<file path="config.mk">
export PLATFORM = sky130hd
export DESIGN_NAME = tlm_travel_limit_monitor
export DESIGN_NICKNAME = d
export VERILOG_FILES = /design/src/tlm_travel_limit_monitor.v
export VERILOG_INCLUDE_DIRS = /design/src
export SDC_FILE = /design/constraint.sdc
export NUM_CORES = 2
export LEC_CHECK = 0
export ABC_AREA = 1
export BUFFER_PORTS_ARGS = -buffer_cell sky130_fd_sc_hd__buf_2
export CAP_MARGIN = 20
export CORE_MARGIN = 2
export CORE_UTILIZATION = 35
export CTS_BUF_LIST = sky130_fd_sc_hd__clkbuf_4 sky130_fd_sc_hd__clkbuf_8
export CTS_CLUSTER_SIZE = 40
export DETAILED_ROUTE_END_ITERATION = 8
export MAX_ROUTING_LAYER = met4
export PLACE_DENSITY = 0.56
export SYNTH_ARGS = -nofsm -noshare
export SYNTH_HDL_FRONTEND = slang
export SYNTH_SLANG_ARGS = --single-unit
</file>
<file path="constraint.sdc">
create_clock -name pclk -period 51.6 [get_ports pclk]
set_input_delay 2.58 -clock pclk [delete_from_list [all_inputs] [get_ports pclk]]
set_output_delay 2.58 -clock pclk [all_outputs]
set_load 0.02 [all_outputs]
</file>
<file path="src/tlm_defines.vh">
// constants for the travel-limit monitor: register map, field positions,
// reset values, error codes and timing figures
// assumes inclusion by bare name from the monitor, the checker and the bench
`ifndef TLM_DEFINES_VH
`define TLM_DEFINES_VH

// ==========================================================
// register byte offsets
`define TLM_OFF_CTRL     8'h00
`define TLM_OFF_POS_LIM  8'h04
`define TLM_OFF_NEG_LIM  8'h08
`define TLM_OFF_WIN      8'h0c
`define TLM_OFF_DEB      8'h10
`define TLM_OFF_TICKDIV  8'h14
`define TLM_OFF_STATUS   8'h18
`define TLM_OFF_ACK      8'h1c
`define TLM_OFF_ERRCODE  8'h20

// ==========================================================
// control register fields
`define TLM_CTRL_SW_EN     0
`define TLM_CTRL_MTURN     1
`define TLM_CTRL_SWAP      2
`define TLM_CTRL_INV_A     3
`define TLM_CTRL_INV_B     4
`define TLM_CTRL_INV_HOME  5
`define TLM_CTRL_REACT_LO  6
`define TLM_CTRL_REACT_HI  7
`define TLM_CTRL_HW_EN_A   8
`define TLM_CTRL_HW_EN_B   9
`define TLM_CTRL_DEB_IN0   10
`define TLM_CTRL_W         11
`define TLM_CTRL_RST       11'h380

// ==========================================================
// hardware-limit reaction codes
`define TLM_REACT_NONE     2'h0
`define TLM_REACT_STOP     2'h1
`define TLM_REACT_DEENERG  2'h2

// ==========================================================
// error codes reported to the error handler
`define TLM_ERR_NONE       16'h0000
`define TLM_ERR_SW_POS     16'h7323
`define TLM_ERR_SW_NEG     16'h7324
`define TLM_ERR_HW_A       16'h54a0
`define TLM_ERR_HW_B       16'h54a1

// ==========================================================
// command modes
`define TLM_MODE_JOG       2'h0
`define TLM_MODE_MOVE      2'h1
`define TLM_MODE_GEAR      2'h2
`define TLM_MODE_VEL       2'h3

// ==========================================================
// timing: sample period in ns, clock period in ns, debounce range in ms
`define TLM_SAMPLE_NS      500000
`define TLM_CLK_NS         10
`define TLM_TICK_CYCLES    (`TLM_SAMPLE_NS / `TLM_CLK_NS)
`define TLM_DEB_MAX_MS     20
`define TLM_SAMPLES_PER_MS 2
`define TLM_HIST_W         (`TLM_DEB_MAX_MS * `TLM_SAMPLES_PER_MS)

`endif

</file>
<file path="src/tlm_travel_limit_monitor.v">
// travel-limit supervision for one servo axis: software end limits with
// hysteresis and direction block, hardware limit switches, debouncer
// assumes an apb master on pclk and synchronous switch and motion inputs
//
// Function
// - flag limit error using setpoint or actual
// - de-energized: rearm only beyond window distance
// - codes 0x7323 positive, 0x7324 negative
// - inactive until reference run completes
// - no monitoring during homing run
// - multi-turn feedback enforces limits at once
// - limits disabled: every command allowed
// - acknowledge, then block allows inward moves
// - block refuses outward moves with error
// - jog clamps, refuses outward, allows inward
// - positioning moves beyond limit refused, error
// - gearing clamps with error, outside refused
// - velocity clamps with error, inward allowed
// - hardware reaction none, stop, de-energize
// - enabled switch: ramp, de-energize, 0x54a0/0x54a1
// - homing reversal switches raise no error
// - ack with switch active, only inward while swap is off
// - sample switches and input 0 every 0.5ms
// - majority of samples toggles filtered state
// - debounce 0 to 20ms, zero bypasses
// - swap exchanges negative and positive switch (here swap only turns off the inward-only check, codes stay on a and b)
// - low-active options, default high-active
//
// Local design decisions: register access over APB and the placing of the registers.
`timescale 1ns/10ps
`include "tlm_defines.vh"

module tlm_travel_limit_monitor #(
  parameter TICK_CYCLES = `TLM_TICK_CYCLES
) (
  // clock and reset
  input  wire        pclk,
  input  wire        presetn,
  // apb slave
  input  wire        psel,
  input  wire        penable,
  input  wire        pwrite,
  input  wire [7:0]  paddr,
  input  wire [31:0] pwdata,
  output reg  [31:0] prdata,
  output reg         pready,
  output reg         pslverr,
  // switch inputs
  input  wire        switch_input_a,
  input  wire        switch_input_b,
  input  wire        home_input,
  input  wire        general_input_zero,
  // axis state
  input  wire        energized,
  input  wire        homing_active,
  input  wire        homing_reversal,
  input  wire        homing_done,
  input  wire [31:0] setpoint_pos,
  input  wire [31:0] actual_pos,
  // motion command from setpoint generator
  input  wire        cmd_valid,
  input  wire [1:0]  cmd_mode,
  input  wire [31:0] cmd_target,
  output reg         cmd_accept,
  output reg         cmd_clamp,
  output reg         cmd_refuse,
  // error handler
  output reg         limit_error,
  output reg  [15:0] error_code,
  output reg         ramp_stop,
  output reg         de_energize,
  // filtered inputs
  output reg         home_filtered,
  output reg         input_zero_filtered
);

  // ==========================================================
  // registers
  reg [`TLM_CTRL_W-1:0] ctrl_r;
  reg signed [31:0]     pos_lim_r;
  reg signed [31:0]     neg_lim_r;
  reg [31:0]            win_r;
  reg [4:0]             deb_ms_r;
  reg [31:0]            tick_div_r;
  reg [31:0]            tick_cnt_r;
  reg                   tick_r;
  reg                   referenced_r;
  reg                   pos_armed_r;
  reg                   neg_armed_r;
  reg                   blk_pos_r;
  reg                   blk_neg_r;
  reg                   sw_err_r;
  reg                   hw_prev_a_r;
  reg                   hw_prev_b_r;
  reg [3:0]             filt_r;
  wire [3:0]            raw;
  wire [5:0]            n_samp;
  wire                  wr_en;
  wire                  rd_setup;
  wire                  ack;

  // ==========================================================
  // apb decode
  assign wr_en    = psel & penable & pwrite & pready;
  assign rd_setup = psel & ~penable;
  assign ack      = wr_en & (paddr == `TLM_OFF_ACK) & pwdata[0];

  // register writes, ack is a write-only strobe
  always @(posedge pclk or negedge presetn)
  begin
    if (!presetn)
    begin
      ctrl_r     <= `TLM_CTRL_RST;
      pos_lim_r  <= 32'h7fffffff;
      neg_lim_r  <= 32'h80000000;
      win_r      <= 32'h0000000a;
      deb_ms_r   <= 5'h00;
      tick_div_r <= TICK_CYCLES;
    end
    else if (wr_en)
    begin
      case (paddr)
        `TLM_OFF_CTRL:    ctrl_r    <= pwdata[`TLM_CTRL_W-1:0];
        `TLM_OFF_POS_LIM: pos_lim_r <= pwdata;
        `TLM_OFF_NEG_LIM: neg_lim_r <= pwdata;
        `TLM_OFF_WIN:     win_r     <= pwdata;
        // clamp to the allowed debounce range
        `TLM_OFF_DEB:     deb_ms_r  <= (pwdata > `TLM_DEB_MAX_MS) ?
                                       5'd20 : pwdata[4:0];
        `TLM_OFF_TICKDIV: tick_div_r <= (pwdata == 32'h0) ? 32'h1 : pwdata;
        default:          ;
      endcase
    end
  end

  // read data and error answer captured in setup, zero wait states
  always @(posedge pclk or negedge presetn)
  begin
    if (!presetn)
    begin
      prdata  <= 32'h0;
      pready  <= 1'b0;
      pslverr <= 1'b0;
    end
    else
    begin
      pready <= 1'b1;
      if (rd_setup)
      begin
        pslverr <= 1'b0;
        case (paddr)
          `TLM_OFF_CTRL:    prdata <= {21'h0, ctrl_r};
          `TLM_OFF_POS_LIM: prdata <= pos_lim_r;
          `TLM_OFF_NEG_LIM: prdata <= neg_lim_r;
          `TLM_OFF_WIN:     prdata <= win_r;
          `TLM_OFF_DEB:     prdata <= {27'h0, deb_ms_r};
          `TLM_OFF_TICKDIV: prdata <= tick_div_r;
          `TLM_OFF_STATUS:  prdata <= {20'h0, filt_r, blk_neg_r, blk_pos_r,
                                       referenced_r, sw_err_r, ramp_stop,
                                       de_energize, limit_error, energized};
          `TLM_OFF_ACK:     prdata <= 32'h0;
          `TLM_OFF_ERRCODE: prdata <= {16'h0, error_code};
          default:
          begin
            prdata  <= 32'h0;
            pslverr <= 1'b1;
          end
        endcase
      end
    end
  end

  // ==========================================================
  // sample tick from programmable divider
  always @(posedge pclk or negedge presetn)
  begin
    if (!presetn)
    begin
      tick_cnt_r <= 32'h0;
      tick_r     <= 1'b0;
    end
    else if (tick_cnt_r + 32'h1 >= tick_div_r)
    begin
      tick_cnt_r <= 32'h0;
      tick_r     <= 1'b1;
    end
    else
    begin
      tick_cnt_r <= tick_cnt_r + 32'h1;
      tick_r     <= 1'b0;
    end
  end

  // ==========================================================
  // polarity, then majority debounce per input
  assign raw[0] = switch_input_a ^ ctrl_r[`TLM_CTRL_INV_A];
  assign raw[1] = switch_input_b ^ ctrl_r[`TLM_CTRL_INV_B];
  assign raw[2] = home_input     ^ ctrl_r[`TLM_CTRL_INV_HOME];
  assign raw[3] = general_input_zero;
  assign n_samp = {deb_ms_r, 1'b0}; // two samples per millisecond

  // count of ones among the newest n samples
  function [5:0] tlm_ones;
    input [`TLM_HIST_W-1:0] hist;
    input [5:0]             n;
    integer                 i;
    begin
      tlm_ones = 6'h0;
      for (i = 0; i < `TLM_HIST_W; i = i + 1)
        if (i < n && hist[i])
          tlm_ones = tlm_ones + 6'h1;
    end
  endfunction

  genvar g;
  generate
    for (g = 0; g < 4; g = g + 1)
    begin : deb
      reg  [`TLM_HIST_W-1:0] hist_r;
      wire [5:0]             ones;
      wire                   bypass;
      assign ones   = tlm_ones(hist_r, n_samp);
      assign bypass = (n_samp == 6'h0) ||
                      (g == 3 && !ctrl_r[`TLM_CTRL_DEB_IN0]);
      // history shift and majority decision
      always @(posedge pclk or negedge presetn)
      begin
        if (!presetn)
        begin
          hist_r   <= {`TLM_HIST_W{1'b0}};
          filt_r[g] <= 1'b0;
        end
        else if (bypass)
          filt_r[g] <= raw[g];
        else if (tick_r)
        begin
          hist_r <= {hist_r[`TLM_HIST_W-2:0], raw[g]};
          if (!filt_r[g] && ({ones, 1'b0} > n_samp))
            filt_r[g] <= 1'b1;
          else if (filt_r[g] && ({n_samp - ones, 1'b0} > n_samp))
            filt_r[g] <= 1'b0;
        end
      end
    end
  endgenerate

  // ==========================================================
  // side assignment and limit evaluation
  wire               swap    = ctrl_r[`TLM_CTRL_SWAP];
  wire               sw_neg  = swap ? filt_r[1] : filt_r[0];
  wire               sw_pos  = swap ? filt_r[0] : filt_r[1];
  wire signed [31:0] mon_pos = energized ? setpoint_pos : actual_pos;
  wire signed [31:0] tgt     = cmd_target;
  wire               sw_en   = ctrl_r[`TLM_CTRL_SW_EN];
  wire               active  = sw_en & ~homing_active &
                               (referenced_r | ctrl_r[`TLM_CTRL_MTURN]);
  wire               out_pos = mon_pos > pos_lim_r;
  wire               out_neg = mon_pos < neg_lim_r;
  wire               tgt_pos = tgt > pos_lim_r;
  wire               tgt_neg = tgt < neg_lim_r;
  wire               inward  = (out_pos & (tgt < mon_pos)) | (out_neg & (tgt > mon_pos));
  wire               outside = out_pos | out_neg;
  wire               away    = (out_pos & (tgt > mon_pos)) | (out_neg & (tgt < mon_pos)) |
                               (blk_pos_r & (tgt > mon_pos)) | (blk_neg_r & (tgt < mon_pos));
  wire               far_pos = (mon_pos + $signed(win_r)) < pos_lim_r;
  wire               far_neg = (mon_pos - $signed(win_r)) > neg_lim_r;
  wire               hw_en_a = ctrl_r[`TLM_CTRL_HW_EN_A];
  wire               hw_en_b = ctrl_r[`TLM_CTRL_HW_EN_B];
  wire [1:0]         react   = ctrl_r[`TLM_CTRL_REACT_HI:`TLM_CTRL_REACT_LO];
  wire               hw_ok   = ~homing_active | ~homing_reversal;
  wire               hw_a    = hw_en_a & filt_r[0] & hw_ok;
  wire               hw_b    = hw_en_b & filt_r[1] & hw_ok;
  wire               hw_rise_a = hw_a & ~hw_prev_a_r & (react != `TLM_REACT_NONE);
  wire               hw_rise_b = hw_b & ~hw_prev_b_r & (react != `TLM_REACT_NONE);
  wire               hw_into = (sw_pos & hw_ok & (tgt > mon_pos)) |
                               (sw_neg & hw_ok & (tgt < mon_pos));

  // command verdict, one of accept, clamp or refuse, plus error
  reg        v_acc;
  reg        v_clamp;
  reg        v_ref;
  reg        v_err;
  always @*
  begin
    v_acc   = 1'b1;
    v_clamp = 1'b0;
    v_ref   = 1'b0;
    v_err   = 1'b0;
    if (!active)
      v_acc = 1'b1;
    else if (away)
    begin
      v_acc = 1'b0;
      v_ref = 1'b1;
      v_err = (cmd_mode != `TLM_MODE_JOG) | blk_pos_r | blk_neg_r;
    end
    else if (outside)
    begin
      // heading back into the range
      v_acc = (cmd_mode != `TLM_MODE_GEAR) & inward;
      v_ref = ~v_acc;
      v_err = ~v_acc;
    end
    else if (tgt_pos | tgt_neg)
    begin
      case (cmd_mode)
        `TLM_MODE_JOG:
          v_clamp = 1'b1;
        `TLM_MODE_MOVE:
        begin
          v_acc = 1'b0;
          v_ref = 1'b1;
          v_err = 1'b1;
        end
        default:
        begin
          v_clamp = 1'b1;
          v_err   = 1'b1;
        end
      endcase
      v_acc = v_acc & ~v_clamp;
    end
    // fixed assignment: no travel deeper into an active switch
    if (!swap && hw_into)
    begin
      v_acc   = 1'b0;
      v_clamp = 1'b0;
      v_ref   = 1'b1;
    end
  end

  // software limit crossing events
  wire ev_pos = active & pos_armed_r & out_pos;
  wire ev_neg = active & neg_armed_r & out_neg;
  wire ev_cmd = cmd_valid & v_err;
  wire cmd_side_pos = out_pos | tgt_pos | blk_pos_r | (tgt > mon_pos);

  // ==========================================================
  // error, block and arming state
  always @(posedge pclk or negedge presetn)
  begin
    if (!presetn)
    begin
      referenced_r <= 1'b0;
      pos_armed_r  <= 1'b1;
      neg_armed_r  <= 1'b1;
      blk_pos_r    <= 1'b0;
      blk_neg_r    <= 1'b0;
      sw_err_r     <= 1'b0;
      hw_prev_a_r  <= 1'b0;
      hw_prev_b_r  <= 1'b0;
      limit_error  <= 1'b0;
      error_code   <= `TLM_ERR_NONE;
      ramp_stop    <= 1'b0;
      de_energize  <= 1'b0;
    end
    else
    begin
      hw_prev_a_r <= hw_a;
      hw_prev_b_r <= hw_b;
      if (homing_done)
        referenced_r <= 1'b1;
      // rearm back inside when energized, else clear of the band
      if (ev_pos)
        pos_armed_r <= 1'b0;
      else if ((energized & ~out_pos) | far_pos)
        pos_armed_r <= 1'b1;
      if (ev_neg)
        neg_armed_r <= 1'b0;
      else if ((energized & ~out_neg) | far_neg)
        neg_armed_r <= 1'b1;
      // acknowledged software error arms the direction block
      if (ack && sw_err_r)
      begin
        blk_pos_r <= out_pos;
        blk_neg_r <= out_neg;
      end
      else
      begin
        if (!out_pos)
          blk_pos_r <= 1'b0;
        if (!out_neg)
          blk_neg_r <= 1'b0;
      end
      // new events win over the clear by acknowledge
      if (ev_pos | ev_neg | ev_cmd)
      begin
        limit_error <= 1'b1;
        sw_err_r    <= 1'b1;
        error_code  <= (ev_pos | (~ev_neg & cmd_side_pos)) ?
                       `TLM_ERR_SW_POS : `TLM_ERR_SW_NEG;
      end
      else if (hw_rise_a | hw_rise_b)
      begin
        limit_error <= 1'b1;
        sw_err_r    <= 1'b0;
        error_code  <= hw_rise_a ? `TLM_ERR_HW_A : `TLM_ERR_HW_B;
        ramp_stop   <= 1'b1;
        de_energize <= (react == `TLM_REACT_DEENERG);
      end
      else if (ack)
      begin
        // accepted even while the switch is still active
        limit_error <= 1'b0;
        sw_err_r    <= 1'b0;
        error_code  <= `TLM_ERR_NONE;
        ramp_stop   <= 1'b0;
        de_energize <= 1'b0;
      end
    end
  end

  // ==========================================================
  // registered command answer and filtered outputs
  always @(posedge pclk or negedge presetn)
  begin
    if (!presetn)
    begin
      cmd_accept          <= 1'b0;
      cmd_clamp           <= 1'b0;
      cmd_refuse          <= 1'b0;
      home_filtered       <= 1'b0;
      input_zero_filtered <= 1'b0;
    end
    else
    begin
      cmd_accept          <= cmd_valid & v_acc;
      cmd_clamp           <= cmd_valid & v_clamp;
      cmd_refuse          <= cmd_valid & v_ref;
      home_filtered       <= filt_r[2];
      input_zero_filtered <= filt_r[3];
    end
  end

endmodule // tlm_travel_limit_monitor

</file>
==> results.json <==
{
  "run_status": "finished clean",
  "clock_latency_ns": 0.82,
  "wire_per_inst_um": 14.3,
  "ant_nets": 0,
  "io_pins": 210,
  "worst_path_max_delay_cell": "dfrtp_1",
  "track_usage": 0.204,
  "hpwl_mm": 124,
  "cp_data_required_time_ns": 52.26,
  "r2r-start": "deb_ms_r[3]$_DFFE_PN0P_",
  "synth_warnings": 0,
  "async_flop_share": 1.00,
  "synth_area_leaders": "dfrtp_1 (17%), nand2_1 (16%), ha_1 (13%)",
  "viasPerCell": 4.90,
  "finalSetupTns_ns": 0,
  "core_um2": 148000,
  "cp-start-kind": "flop",
  "cts_setup_buffers": 0,
  "synth-edff-count": 0,
  "hold_viol": 0,
  "hold_buffers": 0,
  "cts_sinks": 395,
  "worstPathArrival_ns": 23.22,
  "cpMostUsedCell": "nand2_1",
  "clk_pin_slew_ns": 0.06,
  "yosysTopAreaCellShare": 0.167,
  "cts_tree": "yes",
  "clockBufferDepth": 3,
  "drive_above_1_share": 0.133,
  "via_count": 52100,
  "drt_wl_total_mm": 152,
  "cts_root_buf": "clkbuf_8",
  "nNetsFinal": 9332,
  "finClkSkew_ns": 0.0825,
  "finalSetupViolCount": 0,
  "ys_seq_area_frac": 0.190,
  "die_h_um": 391,
  "gp_congestion": 0.924,
  "syn-instance-count": 8439,
  "cpPeakStageDelay_ns": 0.59,
  "min-delay-start": "deb[1].hist_r[27]$_DFFE_PN0P_",
  "drtIter0Drc": 2950,
  "die-area_um2": 153000,
  "synth_area_um2": 52400,
  "cts_buffers": 79,
  "grt_pass1_wl_mm": 250,
  "crit_type": "reg2reg",
  "crit_start": "deb_ms_r[3]$_DFFE_PN0P_",
  "hp-class": "reg2reg",
  "crit_fanout": 14,
  "std_cell_rows": 141,
  "postCtsResizedCells": 0,
  "grt_pass1_vias": 49800,
  "ys_seq_elements": 395,
  "synth_area_leader_cell": "dfrtp_1",
  "worst_slew_pin_slew_ns": 1.06,
  "synth.distinct_cells": 75,
  "rsz0062_at_grt": "false",
  "h-tree-depth": 3,
  "cap_violations": 0,
  "slew-limit-headroom": 0.291,
  "io_buffers": 204,
  "avgSynthCellArea_um2": 6.21,
  "post-route-period-util": 0.437,
  "fmax_mhz": 44.3,
  "ys.flop_type": "dfrtp_1",
  "end_kind": "flop",
  "die-width_um": 391,
  "antenna_found_initial": 6,
  "grt_overflow": 0,
  "grt_max_degree": 93,
  "start_util": 0.354,
  "drc": 0,
  "syn_to_final_growth_pct": 9.75,
  "period_needed_ns": 22.56,
  "slew_viol_final": 0,
  "dr.pass1.iters": 6
}
## layout by cell type, fill, tap and decap left out, types with 13 or more instances in the layout
| master | count |
|---|---|
| nor2_2 | 18 |
| dfrtp_1 | 350 |
| o21ai_1 | 13 |
| a221oi_1 | 25 |
| nand3_1 | 821 |
| buf_2 | 203 |
| buf_4 | 29 |
| a31oi_1 | 30 |
| clkbuf_4 | 23 |
| nor3_1 | 66 |
| o22ai_1 | 52 |
| dfstp_2 | 45 |
| nor4_1 | 18 |
| nand2_4 | 60 |
| or2_2 | 94 |
| inv_1 | 1556 |
| nand3_2 | 176 |
| a21oi_1 | 256 |
| inv_2 | 36 |
| nand2_2 | 299 |
| nand4_1 | 108 |
| o211ai_1 | 20 |
| xor2_1 | 123 |
| xnor2_1 | 27 |
| ha_1 | 524 |
| nand3b_1 | 122 |
| nand2_1 | 2200 |
| clkbuf_8 | 99 |
| o21ai_0 | 496 |
| nor2_1 | 615 |
| a211oi_1 | 19 |
## state kept, by name, summed over array words and instances, names as in the netlist, 4 cells and up
name        count
prdata         32
deb_ms_r        5
deb.hist_r    160
neg_lim_r      32
filt_r          4
tick_div_r     32
ctrl_r         11
tick_cnt_r     32
error_code      5
pos_lim_r      32
win_r          32
## through the flow
| stage | instances | util | instance area (um2) | setup slack (ns) | hold slack, ns |
|---|---|---|---|---|---|
| 2_1_floorplan | 8443 | - | 52400 | 31.98 | 0.375 |
| 3_3_place_gp | 10500 | 0.375 | 55600 | 29.52 | 0.465 |
| 6_report | 10600 | 0.388 | 57500 | 29.04 | 0.481 |
| 5_1_grt | 10600 | 0.388 | 57500 | 26.96 | 0.503 |
| 3_5_place_dp | 10500 | 0.375 | 55600 | 29.19 | 0.468 |
| 4_1_cts | 10600 | 0.388 | 57400 | 29.16 | 0.483 |
## metal layers
metal  vias up  share of wire  global-route usage  wire, um
li1      27500              -                   -         -
met1     23500           0.50               0.280     75700
met2       904           0.43               0.323     66000
met3       180          0.042              0.0176      6450
met4         0          0.024              0.0538      3690
met5         -              0                   -         0
## worst max-delay path, delay by kind of cell (launching register included)
family,cells,cell delay (ns)
compound gates,24,4.92
mux,1,0.11
buf+inv,11,1.11
xor+xnor,6,0.88
flops,1,0.59
simple gates,60,7.81
fa+ha+maj,25,7.04
## kinds of logic (layout without fill, tap and decap cells)
kind of cell / Yosys count / after routing / synth area share
multiplexers: 4 / 4 / 0.000836
flip-flops: 395 / 395 / 0.190
other: 2 / 11 / 0.000143
buffers and inverters: 1713 / 1984 / 0.125
AND/OR/NAND/NOR: 4639 / 4639 / 0.423
adder cells (fa/ha/maj): 530 / 530 / 0.127
AO/OA/AOI/OAI: 1005 / 1005 / 0.108
XOR/XNOR: 151 / 151 / 0.0254
## synthesized netlist by cell type (all sizes together) (3+ instances only)
master      n
o31ai      11
nor2      639
o2111ai     8
o221ai     12
a211oi     19
o22ai      52
nand4     108
a221oi     25
o221a      11
dfrtp     350
a21boi      7
nor3b       7
mux2        3
nand3    1008
o21ai     510
nor4       18
o21bai      9
o21a        8
a41o        3
clkbuf     81
nor3       68
nand2    2561
clkinv      9
and2       11
a31oi      30
xor2      124
buf        28
ha        524
dfstp      45
a21o        8
or2        94
a21oi     257
xnor2      27
fa          6
inv      1595
nand3b    123
o211ai     20
## layout make-up
type / count / area (um2)
inverters: 1604 / 6030
clock inverters: 23 / 347
fillers: 16200 / 90700
well taps: 1930 / 2410
clock buffers: 122 / 1540
diodes: 5 / 12.5
flip-flops and latches: 395 / 9940
repair buffers: 235 / 1290
multi-input cells: 6335 / 35900
## final timing paths
kind | to | slack, ns | cells after the start
worst max-delay path | filt_r[0]$_DFFE_PN0P_ | 29.04 | 127
min in group asynchronous | deb[1].hist_r[30]$_DFFE_PN0P_ | 1.83 | 1
max in group asynchronous | pos_lim_r[1]$_DFFE_PN1P_ | 47.56 | 4
worst max register to register | filt_r[0]$_DFFE_PN0P_ | 29.04 | 127
worst min-delay path | deb[1].hist_r[27]$_DFFE_PN0P_ | 0.48 | 2
worst min register to register | deb[1].hist_r[27]$_DFFE_PN0P_ | 0.48 | 2
Power is not shown: default switching activity piles up to over one toggle a cycle in this logic, so the estimate is an artifact.
